**config.mk**
```make
export PLATFORM = sky130hd
export DESIGN_NAME = tseg_top
export DESIGN_NICKNAME = d
export VERILOG_FILES = /design/src/logic/tseg_pkg.sv /design/src/logic/tseg_top.sv /design/src/logic/tseg_cnt.sv /design/src/logic/tseg_chan.sv
export VERILOG_INCLUDE_DIRS = /design/src /design/src/logic
export SDC_FILE = /design/constraint.sdc
export NUM_CORES = 1
export LEC_CHECK = 0
export ABC_AREA = 0
export BUFFER_PORTS_ARGS = -buffer_cell sky130_fd_sc_hd__buf_4
export CORE_UTILIZATION = 50
export DETAILED_ROUTE_END_ITERATION = 10
export PLACE_DENSITY = 0.67
export SLEW_MARGIN = 10
export SYNTH_ARGS = -nofsm -noshare
export SYNTH_HDL_FRONTEND = slang
export SYNTH_SLANG_ARGS = --single-unit
```
**constraint.sdc**
```tcl
create_clock -name MCLK -period 8.9 [get_ports MCLK]
set_clock_uncertainty 0.2 [all_clocks]
set_input_delay 1.78 -clock MCLK [delete_from_list [all_inputs] [get_ports MCLK]]
set_output_delay 1.78 -clock MCLK [all_outputs]
set_load 0.03 [all_outputs]
```
**src/logic/tseg_map.svh**
```systemverilog
/*
  Register offsets, field positions and reset values of the timer
  software event block. Assumes byte addressing on a 32-bit APB bus.
*/
`ifndef TSEG_MAP_SVH
`define TSEG_MAP_SVH

// ****************************************
// Register offsets (byte addresses)
// ****************************************
`define TSEG_OFF_CTRL 12'h000
`define TSEG_OFF_CHMODE 12'h008
`define TSEG_OFF_INTEN 12'h00c
`define TSEG_OFF_FLAG 12'h010
`define TSEG_OFF_CMD 12'h014
`define TSEG_OFF_CNT 12'h024
`define TSEG_OFF_PSC 12'h028
`define TSEG_OFF_ARR 12'h02c
`define TSEG_OFF_CV0 12'h034
`define TSEG_CV_STEP 12'h004

// ****************************************
// Field positions
// ****************************************
`define TSEG_CMD_UPD 0
`define TSEG_CMD_CH0 1
`define TSEG_CMD_TRG 6
`define TSEG_CMD_MASK 16'h005f
`define TSEG_FLG_UP 0
`define TSEG_FLG_CH0 1
`define TSEG_FLG_TRG 6
`define TSEG_FLG_OF0 9
`define TSEG_EN_UP_IRQ 0
`define TSEG_EN_CH0_IRQ 1
`define TSEG_EN_TRG_IRQ 6
`define TSEG_EN_UP_DMA 8
`define TSEG_EN_CH0_DMA 9
`define TSEG_EN_TRG_DMA 14
`define TSEG_CTL_CEN 0
`define TSEG_CTL_DIR 4
`define TSEG_CTL_CTR_LO 5
`define TSEG_CTL_CTR_HI 6

// ****************************************
// Reset values
// ****************************************
`define TSEG_RST_REG 16'h0000
`define TSEG_RST_ARR 16'hffff

`endif

```
**src/logic/tseg_pkg.sv**
```systemverilog
/*
  Types shared by the timer software event block.
  Assumes nothing of its surroundings.
*/
package tseg_pkg;

  // Counting modes of the counter engine
  typedef enum logic [1:0] {
    TSEG_UP,
    TSEG_DOWN,
    TSEG_CENTER
  } tseg_mode_e;

endpackage : tseg_pkg

```
**src/logic/tseg_top.sv**
```systemverilog
/*
  Timer software event generation with counter, four channels and an
  APB register slave. Assumes an APB master on MCLK and synchronous
  active-low reset; all outputs are registered.
*/
// Local design decisions: the address map and the APB register port.
`timescale 1ns/1ps
`include "tseg_map.svh"

// Behaviour
// - Writing one to command bit 6 sets the trigger event flag.
// - Every command bit clears itself, so each write is one pulse.
// - Command bits 1 to 4 force a channel event and set its flag.
// - Forced channel event issues that channel's interrupt or DMA if enabled.
// - In input mode a forced channel event captures the counter value.
// - Capture with channel flag already set also sets over-capture flag.
// - Command bit 0 clears the counter when counting up or center-aligned.
// - When counting down the forced update loads the auto-reload value.
// - Forced update also clears the prescaler counter in the same cycle.
// - Writing zero to a command bit makes no event, flags unchanged.
// - Any update event sets the update flag; only software clears it.
// - Reading an input channel's capture value clears its channel flag.
module tseg_top #(
  parameter int CW = 16
) (
  // Clock and reset
  input wire logic MCLK,
  input wire logic RST_N,
  // APB slave
  input wire logic PSEL,
  input wire logic PENABLE,
  input wire logic PWRITE,
  input wire logic [11:0] PADDR,
  input wire logic [31:0] PWDATA,
  output logic [31:0] PRDATA,
  output logic PREADY,
  output logic PSLVERR,
  // Interrupt requests, levels
  output logic UP_IRQ,
  output logic [3:0] CH_IRQ,
  output logic TRG_IRQ,
  // DMA requests, one-cycle pulses
  output logic UP_DMA,
  output logic [3:0] CH_DMA,
  output logic TRG_DMA
);

  localparam int NCH = 4;

  // ****************************************
  // APB handshake
  // ****************************************
  logic acc, wr_fire, rd_fire, rd_look, hit;
  logic pready_reg, pready_next;
  logic pslverr_reg, pslverr_next;
  logic [31:0] prdata_reg, prdata_next, rd_mux;

  // Access takes one wait cycle; the effect lands on the pready edge
  assign acc = PSEL && PENABLE;
  assign wr_fire = acc && PWRITE && pready_reg;
  assign rd_fire = acc && !PWRITE && pready_reg;
  assign rd_look = acc && !pready_reg;

  // ****************************************
  // Control registers
  // ****************************************
  logic [15:0] ctrl_reg, ctrl_next;
  logic [15:0] inten_reg, inten_next;
  logic [NCH-1:0] chmode_reg, chmode_next;
  logic [CW-1:0] psc_reg, psc_next, arr_reg, arr_next;
  logic [15:0] cmd_reg, cmd_next;
  logic up_flag_reg, up_flag_next, trg_flag_reg, trg_flag_next;
  logic up_irq_next, trg_irq_next, up_dma_next, trg_dma_next;
  logic [NCH-1:0] ch_irq_next, ch_dma_next;
  logic up_irq_reg, trg_irq_reg, up_dma_reg, trg_dma_reg;
  logic [NCH-1:0] ch_irq_reg, ch_dma_reg;
  logic flag_wr, upd_ev, ovf, tick;
  logic [CW-1:0] cnt;
  tseg_pkg::tseg_mode_e mode;
  logic [NCH-1:0] ch_flag, ch_of, ch_ev, cv_rd, cv_wr;
  logic [CW-1:0] cv [NCH];

  // Center-aligned selection overrides the direction bit
  always_comb begin
    if (ctrl_reg[`TSEG_CTL_CTR_HI:`TSEG_CTL_CTR_LO] != 2'h0) begin
      mode = tseg_pkg::TSEG_CENTER;
    end else if (ctrl_reg[`TSEG_CTL_DIR]) begin
      mode = tseg_pkg::TSEG_DOWN;
    end else begin
      mode = tseg_pkg::TSEG_UP;
    end
  end

  assign flag_wr = wr_fire && (PADDR == `TSEG_OFF_FLAG);
  assign upd_ev = cmd_reg[`TSEG_CMD_UPD] || ovf;

  // Register writes and the command pulse
  always_comb begin
    ctrl_next = ctrl_reg;
    inten_next = inten_reg;
    chmode_next = chmode_reg;
    psc_next = psc_reg;
    arr_next = arr_reg;
    cmd_next = 16'h0000;
    if (wr_fire) begin
      case (PADDR)
        `TSEG_OFF_CTRL: ctrl_next = PWDATA[15:0];
        `TSEG_OFF_INTEN: inten_next = PWDATA[15:0];
        `TSEG_OFF_CHMODE: chmode_next = PWDATA[NCH-1:0];
        `TSEG_OFF_PSC: psc_next = PWDATA[CW-1:0];
        `TSEG_OFF_ARR: arr_next = PWDATA[CW-1:0];
        // Reserved bits are masked so a careless write makes no event
        `TSEG_OFF_CMD: cmd_next = PWDATA[15:0] & `TSEG_CMD_MASK;
        default: cmd_next = 16'h0000;
      endcase
    end
  end

  // Event flags; set wins over a software clear in the same cycle
  always_comb begin
    up_flag_next = up_flag_reg;
    trg_flag_next = trg_flag_reg;
    if (flag_wr && !PWDATA[`TSEG_FLG_UP]) begin
      up_flag_next = 1'b0;
    end
    if (flag_wr && !PWDATA[`TSEG_FLG_TRG]) begin
      trg_flag_next = 1'b0;
    end
    if (upd_ev) begin
      up_flag_next = 1'b1;
    end
    if (cmd_reg[`TSEG_CMD_TRG]) begin
      trg_flag_next = 1'b1;
    end
  end

  // Requests: interrupts follow flag and enable, DMA pulses per event
  always_comb begin
    up_irq_next = up_flag_next && inten_reg[`TSEG_EN_UP_IRQ];
    trg_irq_next = trg_flag_next && inten_reg[`TSEG_EN_TRG_IRQ];
    up_dma_next = upd_ev && inten_reg[`TSEG_EN_UP_DMA];
    trg_dma_next = cmd_reg[`TSEG_CMD_TRG] && inten_reg[`TSEG_EN_TRG_DMA];
    for (int i = 0; i < NCH; i++) begin
      ch_irq_next[i] = ch_flag[i] && inten_reg[`TSEG_EN_CH0_IRQ + i];
      ch_dma_next[i] = ch_ev[i] && inten_reg[`TSEG_EN_CH0_DMA + i];
    end
  end

  // Read mux; the command register holds nothing and reads zero
  always_comb begin
    rd_mux = 32'h0000_0000;
    hit = 1'b1;
    case (PADDR)
      `TSEG_OFF_CTRL: rd_mux = {16'h0000, ctrl_reg};
      `TSEG_OFF_INTEN: rd_mux = {16'h0000, inten_reg};
      `TSEG_OFF_CHMODE: rd_mux = {28'h0000000, chmode_reg};
      `TSEG_OFF_FLAG: rd_mux = {19'h00000, ch_of, 2'h0, trg_flag_reg, 1'b0, ch_flag, up_flag_reg};
      `TSEG_OFF_CMD: rd_mux = 32'h0000_0000;
      `TSEG_OFF_CNT: rd_mux = 32'(cnt);
      `TSEG_OFF_PSC: rd_mux = 32'(psc_reg);
      `TSEG_OFF_ARR: rd_mux = 32'(arr_reg);
      default: hit = 1'b0;
    endcase
    for (int i = 0; i < NCH; i++) begin
      if (PADDR == 12'(`TSEG_OFF_CV0 + `TSEG_CV_STEP * i)) begin
        rd_mux = 32'(cv[i]);
        hit = 1'b1;
      end
    end
  end

  // Bus answer: ready after one wait cycle, error on unmapped address
  always_comb begin
    pready_next = rd_look;
    pslverr_next = rd_look && !hit;
    prdata_next = (rd_look && !PWRITE) ? rd_mux : 32'h0000_0000;
  end

  // State registers
  always_ff @(posedge MCLK) begin
    if (!RST_N) begin
      ctrl_reg <= `TSEG_RST_REG;
      inten_reg <= `TSEG_RST_REG;
      chmode_reg <= '0;
      psc_reg <= '0;
      arr_reg <= CW'(`TSEG_RST_ARR);
      cmd_reg <= `TSEG_RST_REG;
      up_flag_reg <= 1'b0;
      trg_flag_reg <= 1'b0;
      up_irq_reg <= 1'b0;
      trg_irq_reg <= 1'b0;
      up_dma_reg <= 1'b0;
      trg_dma_reg <= 1'b0;
      ch_irq_reg <= '0;
      ch_dma_reg <= '0;
      pready_reg <= 1'b0;
      pslverr_reg <= 1'b0;
      prdata_reg <= 32'h0000_0000;
    end else begin
      ctrl_reg <= ctrl_next;
      inten_reg <= inten_next;
      chmode_reg <= chmode_next;
      psc_reg <= psc_next;
      arr_reg <= arr_next;
      cmd_reg <= cmd_next;
      up_flag_reg <= up_flag_next;
      trg_flag_reg <= trg_flag_next;
      up_irq_reg <= up_irq_next;
      trg_irq_reg <= trg_irq_next;
      up_dma_reg <= up_dma_next;
      trg_dma_reg <= trg_dma_next;
      ch_irq_reg <= ch_irq_next;
      ch_dma_reg <= ch_dma_next;
      pready_reg <= pready_next;
      pslverr_reg <= pslverr_next;
      prdata_reg <= prdata_next;
    end
  end

  assign PRDATA = prdata_reg;
  assign PREADY = pready_reg;
  assign PSLVERR = pslverr_reg;
  assign UP_IRQ = up_irq_reg;
  assign CH_IRQ = ch_irq_reg;
  assign TRG_IRQ = trg_irq_reg;
  assign UP_DMA = up_dma_reg;
  assign CH_DMA = ch_dma_reg;
  assign TRG_DMA = trg_dma_reg;

  // ****************************************
  // Counter engine and channels
  // ****************************************
  tseg_cnt #(
    .W(CW)
  ) u_cnt (
    .clk(MCLK),
    .rst_n(RST_N),
    .cen(ctrl_reg[`TSEG_CTL_CEN]),
    .mode(mode),
    .force_upd(cmd_reg[`TSEG_CMD_UPD]),
    .cnt_wr(wr_fire && (PADDR == `TSEG_OFF_CNT)),
    .cnt_wdata(PWDATA[CW-1:0]),
    .psc(psc_reg),
    .arr(arr_reg),
    .cnt(cnt),
    .ovf(ovf),
    .tick(tick)
  );

  genvar g;
  generate
    for (g = 0; g < NCH; g++) begin : g_ch
      // Capture-value access strobes for this channel
      assign cv_rd[g] = rd_fire && (PADDR == 12'(`TSEG_OFF_CV0 + `TSEG_CV_STEP * g));
      assign cv_wr[g] = wr_fire && (PADDR == 12'(`TSEG_OFF_CV0 + `TSEG_CV_STEP * g));

      tseg_chan #(
        .W(CW)
      ) u_chan (
        .clk(MCLK),
        .rst_n(RST_N),
        .sw_ev(cmd_reg[`TSEG_CMD_CH0 + g]),
        .tick(tick),
        .input_mode(chmode_reg[g]),
        .cnt(cnt),
        .flag_clr(flag_wr && !PWDATA[`TSEG_FLG_CH0 + g]),
        .of_clr(flag_wr && !PWDATA[`TSEG_FLG_OF0 + g]),
        .rd_clr(cv_rd[g]),
        .cv_wr(cv_wr[g]),
        .cv_wdata(PWDATA[CW-1:0]),
        .flag(ch_flag[g]),
        .of_flag(ch_of[g]),
        .ev(ch_ev[g]),
        .cv(cv[g])
      );

    end
  endgenerate
endmodule : tseg_top

```
**src/logic/tseg_cnt.sv**
```systemverilog
/*
  Counter and prescaler engine of the timer, with forced update.
  Assumes force_upd and cnt_wr are one-cycle pulses on clk.
*/
`timescale 1ns/1ps

module tseg_cnt #(
  parameter int W = 16
) (
  // Clock and reset
  input wire logic clk,
  input wire logic rst_n,
  // Control
  input wire logic cen,
  input tseg_pkg::tseg_mode_e mode,
  input wire logic force_upd,
  input wire logic cnt_wr,
  input wire logic [W-1:0] cnt_wdata,
  input wire logic [W-1:0] psc,
  input wire logic [W-1:0] arr,
  // Status
  output logic [W-1:0] cnt,
  output logic ovf,
  output logic tick
);

  logic [W-1:0] cnt_reg, cnt_next;
  logic [W-1:0] psc_cnt_reg, psc_cnt_next;
  logic down_reg, down_next;
  logic ovf_reg, ovf_next;

  // Prescaler wraps after psc+1 enabled cycles
  assign tick = cen && (psc_cnt_reg == psc);
  assign cnt = cnt_reg;
  assign ovf = ovf_reg;

  // Next counter state; a forced update beats counting and writes
  always_comb begin
    cnt_next = cnt_reg;
    psc_cnt_next = psc_cnt_reg;
    down_next = down_reg;
    ovf_next = 1'b0;
    if (force_upd) begin
      psc_cnt_next = '0;
      down_next = (mode == tseg_pkg::TSEG_DOWN);
      if (mode == tseg_pkg::TSEG_DOWN) begin
        cnt_next = arr;
      end else begin
        cnt_next = '0;
      end
    end else if (cnt_wr) begin
      cnt_next = cnt_wdata;
    end else if (cen) begin
      if (tick) begin
        psc_cnt_next = '0;
        case (mode)
          tseg_pkg::TSEG_UP: begin
            if (cnt_reg >= arr) begin
              cnt_next = '0;
              ovf_next = 1'b1;
            end else begin
              cnt_next = cnt_reg + 1'b1;
            end
          end
          tseg_pkg::TSEG_DOWN: begin
            if (cnt_reg == '0) begin
              cnt_next = arr;
              ovf_next = 1'b1;
            end else begin
              cnt_next = cnt_reg - 1'b1;
            end
          end
          default: begin
            // Center mode turns at both ends and flags each turn
            if (!down_reg && cnt_reg >= arr) begin
              down_next = 1'b1;
              cnt_next = cnt_reg - 1'b1;
              ovf_next = 1'b1;
            end else if (down_reg && cnt_reg == '0) begin
              down_next = 1'b0;
              cnt_next = cnt_reg + 1'b1;
              ovf_next = 1'b1;
            end else if (down_reg) begin
              cnt_next = cnt_reg - 1'b1;
            end else begin
              cnt_next = cnt_reg + 1'b1;
            end
          end
        endcase
      end else begin
        psc_cnt_next = psc_cnt_reg + 1'b1;
      end
    end
  end

  // State registers
  always_ff @(posedge clk) begin
    if (!rst_n) begin
      cnt_reg <= '0;
      psc_cnt_reg <= '0;
      down_reg <= 1'b0;
      ovf_reg <= 1'b0;
    end else begin
      cnt_reg <= cnt_next;
      psc_cnt_reg <= psc_cnt_next;
      down_reg <= down_next;
      ovf_reg <= ovf_next;
    end
  end
endmodule : tseg_cnt

```
**src/logic/tseg_chan.sv**
```systemverilog
/*
  One capture/compare channel: flag, over-capture flag, value register.
  Assumes sw_ev, rd_clr and the write strobes are one-cycle pulses.
*/
`timescale 1ns/1ps

module tseg_chan #(
  parameter int W = 16
) (
  // Clock and reset
  input wire logic clk,
  input wire logic rst_n,
  // Events and mode
  input wire logic sw_ev,
  input wire logic tick,
  input wire logic input_mode,
  input wire logic [W-1:0] cnt,
  // Software access
  input wire logic flag_clr,
  input wire logic of_clr,
  input wire logic rd_clr,
  input wire logic cv_wr,
  input wire logic [W-1:0] cv_wdata,
  // State
  output logic flag,
  output logic of_flag,
  output logic ev,
  output logic [W-1:0] cv
);

  logic flag_reg, flag_next;
  logic of_reg, of_next;
  logic [W-1:0] cv_reg, cv_next;
  logic cmp_hit;

  // Compare match only counts on a counter step in output mode
  assign cmp_hit = !input_mode && tick && (cnt == cv_reg);
  assign ev = sw_ev || cmp_hit;
  assign flag = flag_reg;
  assign of_flag = of_reg;
  assign cv = cv_reg;

  // Flags: an event in the clearing cycle still sets the flag
  always_comb begin
    flag_next = flag_reg;
    of_next = of_reg;
    cv_next = cv_reg;
    if (flag_clr || (rd_clr && input_mode)) begin
      flag_next = 1'b0;
    end
    if (ev) begin
      flag_next = 1'b1;
    end
    if (of_clr) begin
      of_next = 1'b0;
    end
    if (sw_ev && input_mode && flag_reg) begin
      of_next = 1'b1;
    end
    if (sw_ev && input_mode) begin
      cv_next = cnt;
    end else if (cv_wr && !input_mode) begin
      cv_next = cv_wdata;
    end
  end

  // State registers
  always_ff @(posedge clk) begin
    if (!rst_n) begin
      flag_reg <= 1'b0;
      of_reg <= 1'b0;
      cv_reg <= '0;
    end else begin
      flag_reg <= flag_next;
      of_reg <= of_next;
      cv_reg <= cv_next;
    end
  end
endmodule : tseg_chan

```
Word-level counts from Yosys, hierarchy flattened
Cells that the tools add are included.

$add $sub $neg: 3. Magnitude comparators: 1. Equality and inequality tests: 19. Mux-type cells: 64. Bitwise operators: 5. Reduce and logical (&&, ||, !) cells: 130.

Operators by type and width (number): 16-bit two-way mux (23); 16-bit one-hot mux with 7 select lines (1); 16-bit equality test (5); 12-bit by 6-bit equality test with 1-bit output (second input constant) (6); 1-bit logical AND (67); 1-bit two-way mux (37); 16-bit by 1-bit adder with 16-bit output (second input constant) (2); 16-bit one-hot mux with 2 select lines (1); 2-bit nonzero test (15); 12-bit by 4-bit equality test with 1-bit output (second input constant) (2); 12-bit by 5-bit equality test with 1-bit output (second input constant) (2); 1-bit zero test (18); 16-bit greater-or-equal comparator (1); 16-bit zero test (1); 2-bit AND reduction (8); 16-bit by 1-bit subtractor with 16-bit output (second input constant) (1); 12-bit by 7-bit equality test with 1-bit output (second input constant) (1); 12-bit zero test (1); 1-bit logical OR (9); 3-bit nonzero test (3); 8-bit OR reduction (1); 6-bit OR reduction (1); 1-bit NOT (5); 5-bit AND reduction (1); 9 further kinds (10).

Register bits: 228. Input port bits: 49. Output and inout bits: 46.

Longest topological paths before layout
Depth in word-level cells: 9. Gate-level depth with buffers: 11.

Cells and area by module
Synthesis repeated with hierarchy kept, for this count alone.

Cells, all modules: 1641. Area, all modules: 13147.6 µm².

Modules (own cells, without submodules): tseg_top (instances 1, cells each 685, area each 5599.1 µm², sequential area each 2122.0 µm²); tseg_chan (instances 4, cells each 124, area each 1051.0 µm², sequential area each 360.3 µm²); tseg_cnt (instances 1, cells each 460, area each 3344.5 µm², sequential area each 680.7 µm²).

Worst setup path before layout
No wires, ideal clock.

Kind: input port to flip-flop. From: input port PADDR[9]. To: register trg_irq_reg, in the netlist TRG_IRQ. Setup time: 0.115 ns. Data arrival time: 3.867 ns. Slack: 4.718 ns. Stages: 10. Path buffers: 3. Cells stage by stage: or4_4 > buf_6 > or3_1 > buf_2 > nor4_4 > buf_6 > nand2_4 > o21a_1 > o21a_1 > and2_1.

Cells in the longest elaborated chain, start to end: 6.

RTL lines: start: declaration (RTL line tseg_top.sv:33) `input wire logic [11:0] PADDR,`; 12-bit by 5-bit equality test with 1-bit output; 1-bit logical AND (RTL line tseg_top.sv:94) `` assign flag_wr = wr_fire && (PADDR == `TSEG_OFF_FLAG); ``; 1-bit logical AND (RTL line tseg_top.sv:126) `` if (flag_wr && !PWDATA[`TSEG_FLG_TRG]) begin ``; 1-bit two-way mux (RTL line tseg_top.sv:126); 1-bit two-way mux (RTL line tseg_top.sv:132) `` if (cmd_reg[`TSEG_CMD_TRG]) begin ``; 1-bit logical AND (RTL line tseg_top.sv:140) `` trg_irq_next = trg_flag_next && inten_reg[`TSEG_EN_TRG_IRQ]; ``; end signal: assignment (RTL line tseg_top.sv:209) `trg_irq_reg <= trg_irq_next;`; end: declaration (RTL line tseg_top.sv:75) `logic up_irq_reg, trg_irq_reg, up_dma_reg, trg_dma_reg;`.

No other way between the ends. A chain may end at the register's enable or synchronous reset.

Final worst setup path
From: input port PADDR[9]. To: register u_cnt.cnt_reg[7], in the netlist u_cnt.cnt[7].

Cells in the longest elaborated chain, start to end: 4. Elaborated cells on any way between the ends: 7.

RTL lines: 12-bit by 6-bit equality test with 1-bit output *; 1-bit logical AND * (RTL line tseg_top.sv:241) `` .cnt_wr(wr_fire && (PADDR == `TSEG_OFF_CNT)), ``; 3-bit nonzero test (no line) or 16-bit two-way mux (tied branches); 2-bit AND reduction (no line) or 16-bit two-way mux (tied branches); end signal: assignment (RTL line tseg_cnt.sv:104) `cnt_reg <= cnt_next;`; end: declaration (RTL line tseg_cnt.sv:27) `logic [W-1:0] cnt_reg, cnt_next;`.

Every way passes the cells marked *; elsewhere a longest branch is shown, timed or not.

==> reports/summary.txt <==
Relative slew slack = 19.17%
Status = complete, no violations
Worst-path fanout max = 16
Drt total wl = 44,900 µm
Final hold viol count = 0
Syn_area_per_cell = 7.938 µm²
WS Path Type = input port to flop
Port Buf Inserts = 62
1st-iter DRT viols = 1,476
Maxcap violations = 0
Starting Density = 51.06%
Power Density = 153.4 nW/µm²
Core Util, Final = 56.43%
CTS Buffer Depth = 3
Largest net degree at the start of global routing = 76
Yosys warnings = 0
First-pass GRT wire length = 68,260 µm
Die ar. = 25,540 µm²
Die height = 159.8 µm
Commonest cells in the netlist = 249 x nand2_1, 212 x dfxtp_1, 129 x nand3_1
Routed WL per cell = 23.84 µm
Vias in the first global route = 11,084
Initial antenna violation count = 0
Final setup fails = 0
CTS Root Cell = clkbuf_16
Measured slew at the worst slew-check pin = 1.206 ns
Crit-path cells = buf_4 > or4_4 > nor4_2 > nand3_1 > o21ai_1 > nor3_1 > a221oi_1
Flip-flop and latch count after synthesis = 212
Die Width = 159.8 µm
Layout cells sized above 1 = 10.33%
Worst Setup Slack post-DPL = 3.610 ns
Largest register FFs = 64
DR vias/cell = 6.470
Post-CTS Setup Inserts = 0
Library cells used by synthesis = 75
Required time of the critical path = 9.15 ns
Worst-path clk slew = 0.06 ns
DRC violations left = 0
Grt ovf = 0
H-tree Lvls = 1
Vias = 12,183
Pre-antenna DRT Iters = 6
CP Capture Type = flop
Synth Flop Type = dfxtp_1
Rows = 57
Nets@finish = 1,607
Clk sinks = 212
Startpoint Class = input port
Hpwl dp = 29,740 µm
Synth top area share = 34.08%
Synth area leaders = dfxtp_1 34%, nand2_1 7.5%, xnor2_1 6.8%
Area Overhead vs Synth = 10.51%
Synthesized instance count = 1,569
Unrepaired setup endpoints after global routing = false
Clock Latency Late Sink = 0.54 ns
GPL Wtd Cong = 0.9368
Core Box Area = 24,390 µm²
I/O Pins = 95
Fmax = 206.4 MHz
Setup TNS = 0 ns
Hold_buf cts = 0
Fin crit share = 54.44%
Post_cts resized = 0
CP arrival = 5.09 ns
Fin. max-slew vios = 0
Crit path time final = 4.845 ns
CTS tree = yes
Post-synthesis sequential area ratio = 34.08%
Pleak = 0.005904 µW
GRT Total Usage = 34.67%
Maximum vdd drop = 0.1571 mV
FFs w/ async S/R, synth = 0%
Num CTS Buffers = 26
Worst Hold Class = flop to flop
Antenna-violating nets left = 0
Netlist Area Pre-Place = 12,450 µm²
Slowest stage cell, crit path = o21ai_1
Setup WS post-layout = 4.055 ns
Max stage delay on crit path = 0.86 ns
Post-synth EDFFs = 0
Count leader, synth = nand2_1
Area leader, netlist = dfxtp_1
# diodes = 0
==> layer usage <==
| metal | share of wire (%) | track usage, % | vias up |
|---|---|---|---|
| met5 | 0 | 0 | - |
| li1 | - | - | 5554 |
| met3 | 12 | 8.208 | 131 |
| met4 | 5.1 | 17.06 | 0 |
| met1 | 40 | 47.85 | 5722 |
| met2 | 42 | 50.44 | 776 |
==> worst max-delay path: cells and delay by family <==
family / cells / cell delay (ns)
compound gates: 2 / 1.14
buf+inv: 1 / 0.11
simple gates: 4 / 2.05
==> through the flow <==
step	power (µW)	instance area, µm²	instances	hold slack [ns]
2_1_floorplan	1022	12510	1584	0.2226
3_3_place_gp	1049	12900	1835	0.2412
3_5_place_dp	1049	12900	1835	0.2449
4_1_cts	2110	13760	1883	0.2562
5_1_grt	2160	13760	1883	0.2596
6_report	2111	13760	1883	0.2619
==> cell families (layout without fill, tap and decap cells) <==
logic type               after synthesis  count (layout)  share of synthesized area (%)
flip-flops                           212             212                          34.08
XOR/XNOR                             116             116                          8.158
AO/OA/AOI/OAI                        405             405                          24.47
adder cells (fa/ha/maj)               19              19                          1.909
other                                  1              16                        0.03011
multiplexers                          13              13                          1.075
buffers and inverters                192             167                          6.711
AND/OR/NAND/NOR                      611             611                          23.57
==> layout by cell type, fill, tap and decap left out, types with 15 or more instances in the layout <==
cell type / n
nand4_1: 38
buf_4: 87
dfxtp_1: 212
nand2_1: 249
a21oi_1: 45
o211a_1: 66
a22oi_1: 36
conb_1: 16
clkbuf_16: 27
inv_1: 30
and2_1: 15
nand3_1: 129
xnor2_1: 96
a221oi_1: 16
a21boi_0: 62
xor2_1: 20
o211ai_1: 53
nor3_1: 28
or3_1: 15
ha_1: 19
o21ai_0: 45
nor2_1: 71
==> where the power goes <==
part | leakage (µW) | switching, µW | internal, µW | total, µW
logic | 0.00377 | 61.6 | 20.1 | 81.7
registers | 0.00171 | 0.203 | 949 | 949
clock network | 0.000422 | 445 | 636 | 1080
==> area by class of cell <==
type                    instances  area [µm²]
well taps                     324       405.4
clock inverters                15       135.1
flip-flops and latches        212        4244
fillers                      2275       10630
multi-input cells            1180        7477
clock buffers                  33       728.2
repair buffers                 87       653.1
inverters                      32       120.1
==> final timing paths <==
kind                start  cells after the start  slack [ns]       endpoint
max              PADDR[9]                      7        4.05   u_cnt.cnt[7]
min          ctrl_reg[15]                      2        0.26   ctrl_reg[15]
max reg2reg  u_cnt.cnt[5]                      9        4.85  u_cnt.cnt[11]
min reg2reg  ctrl_reg[15]                      2        0.26   ctrl_reg[15]
(Power assumes the default switching activity.)
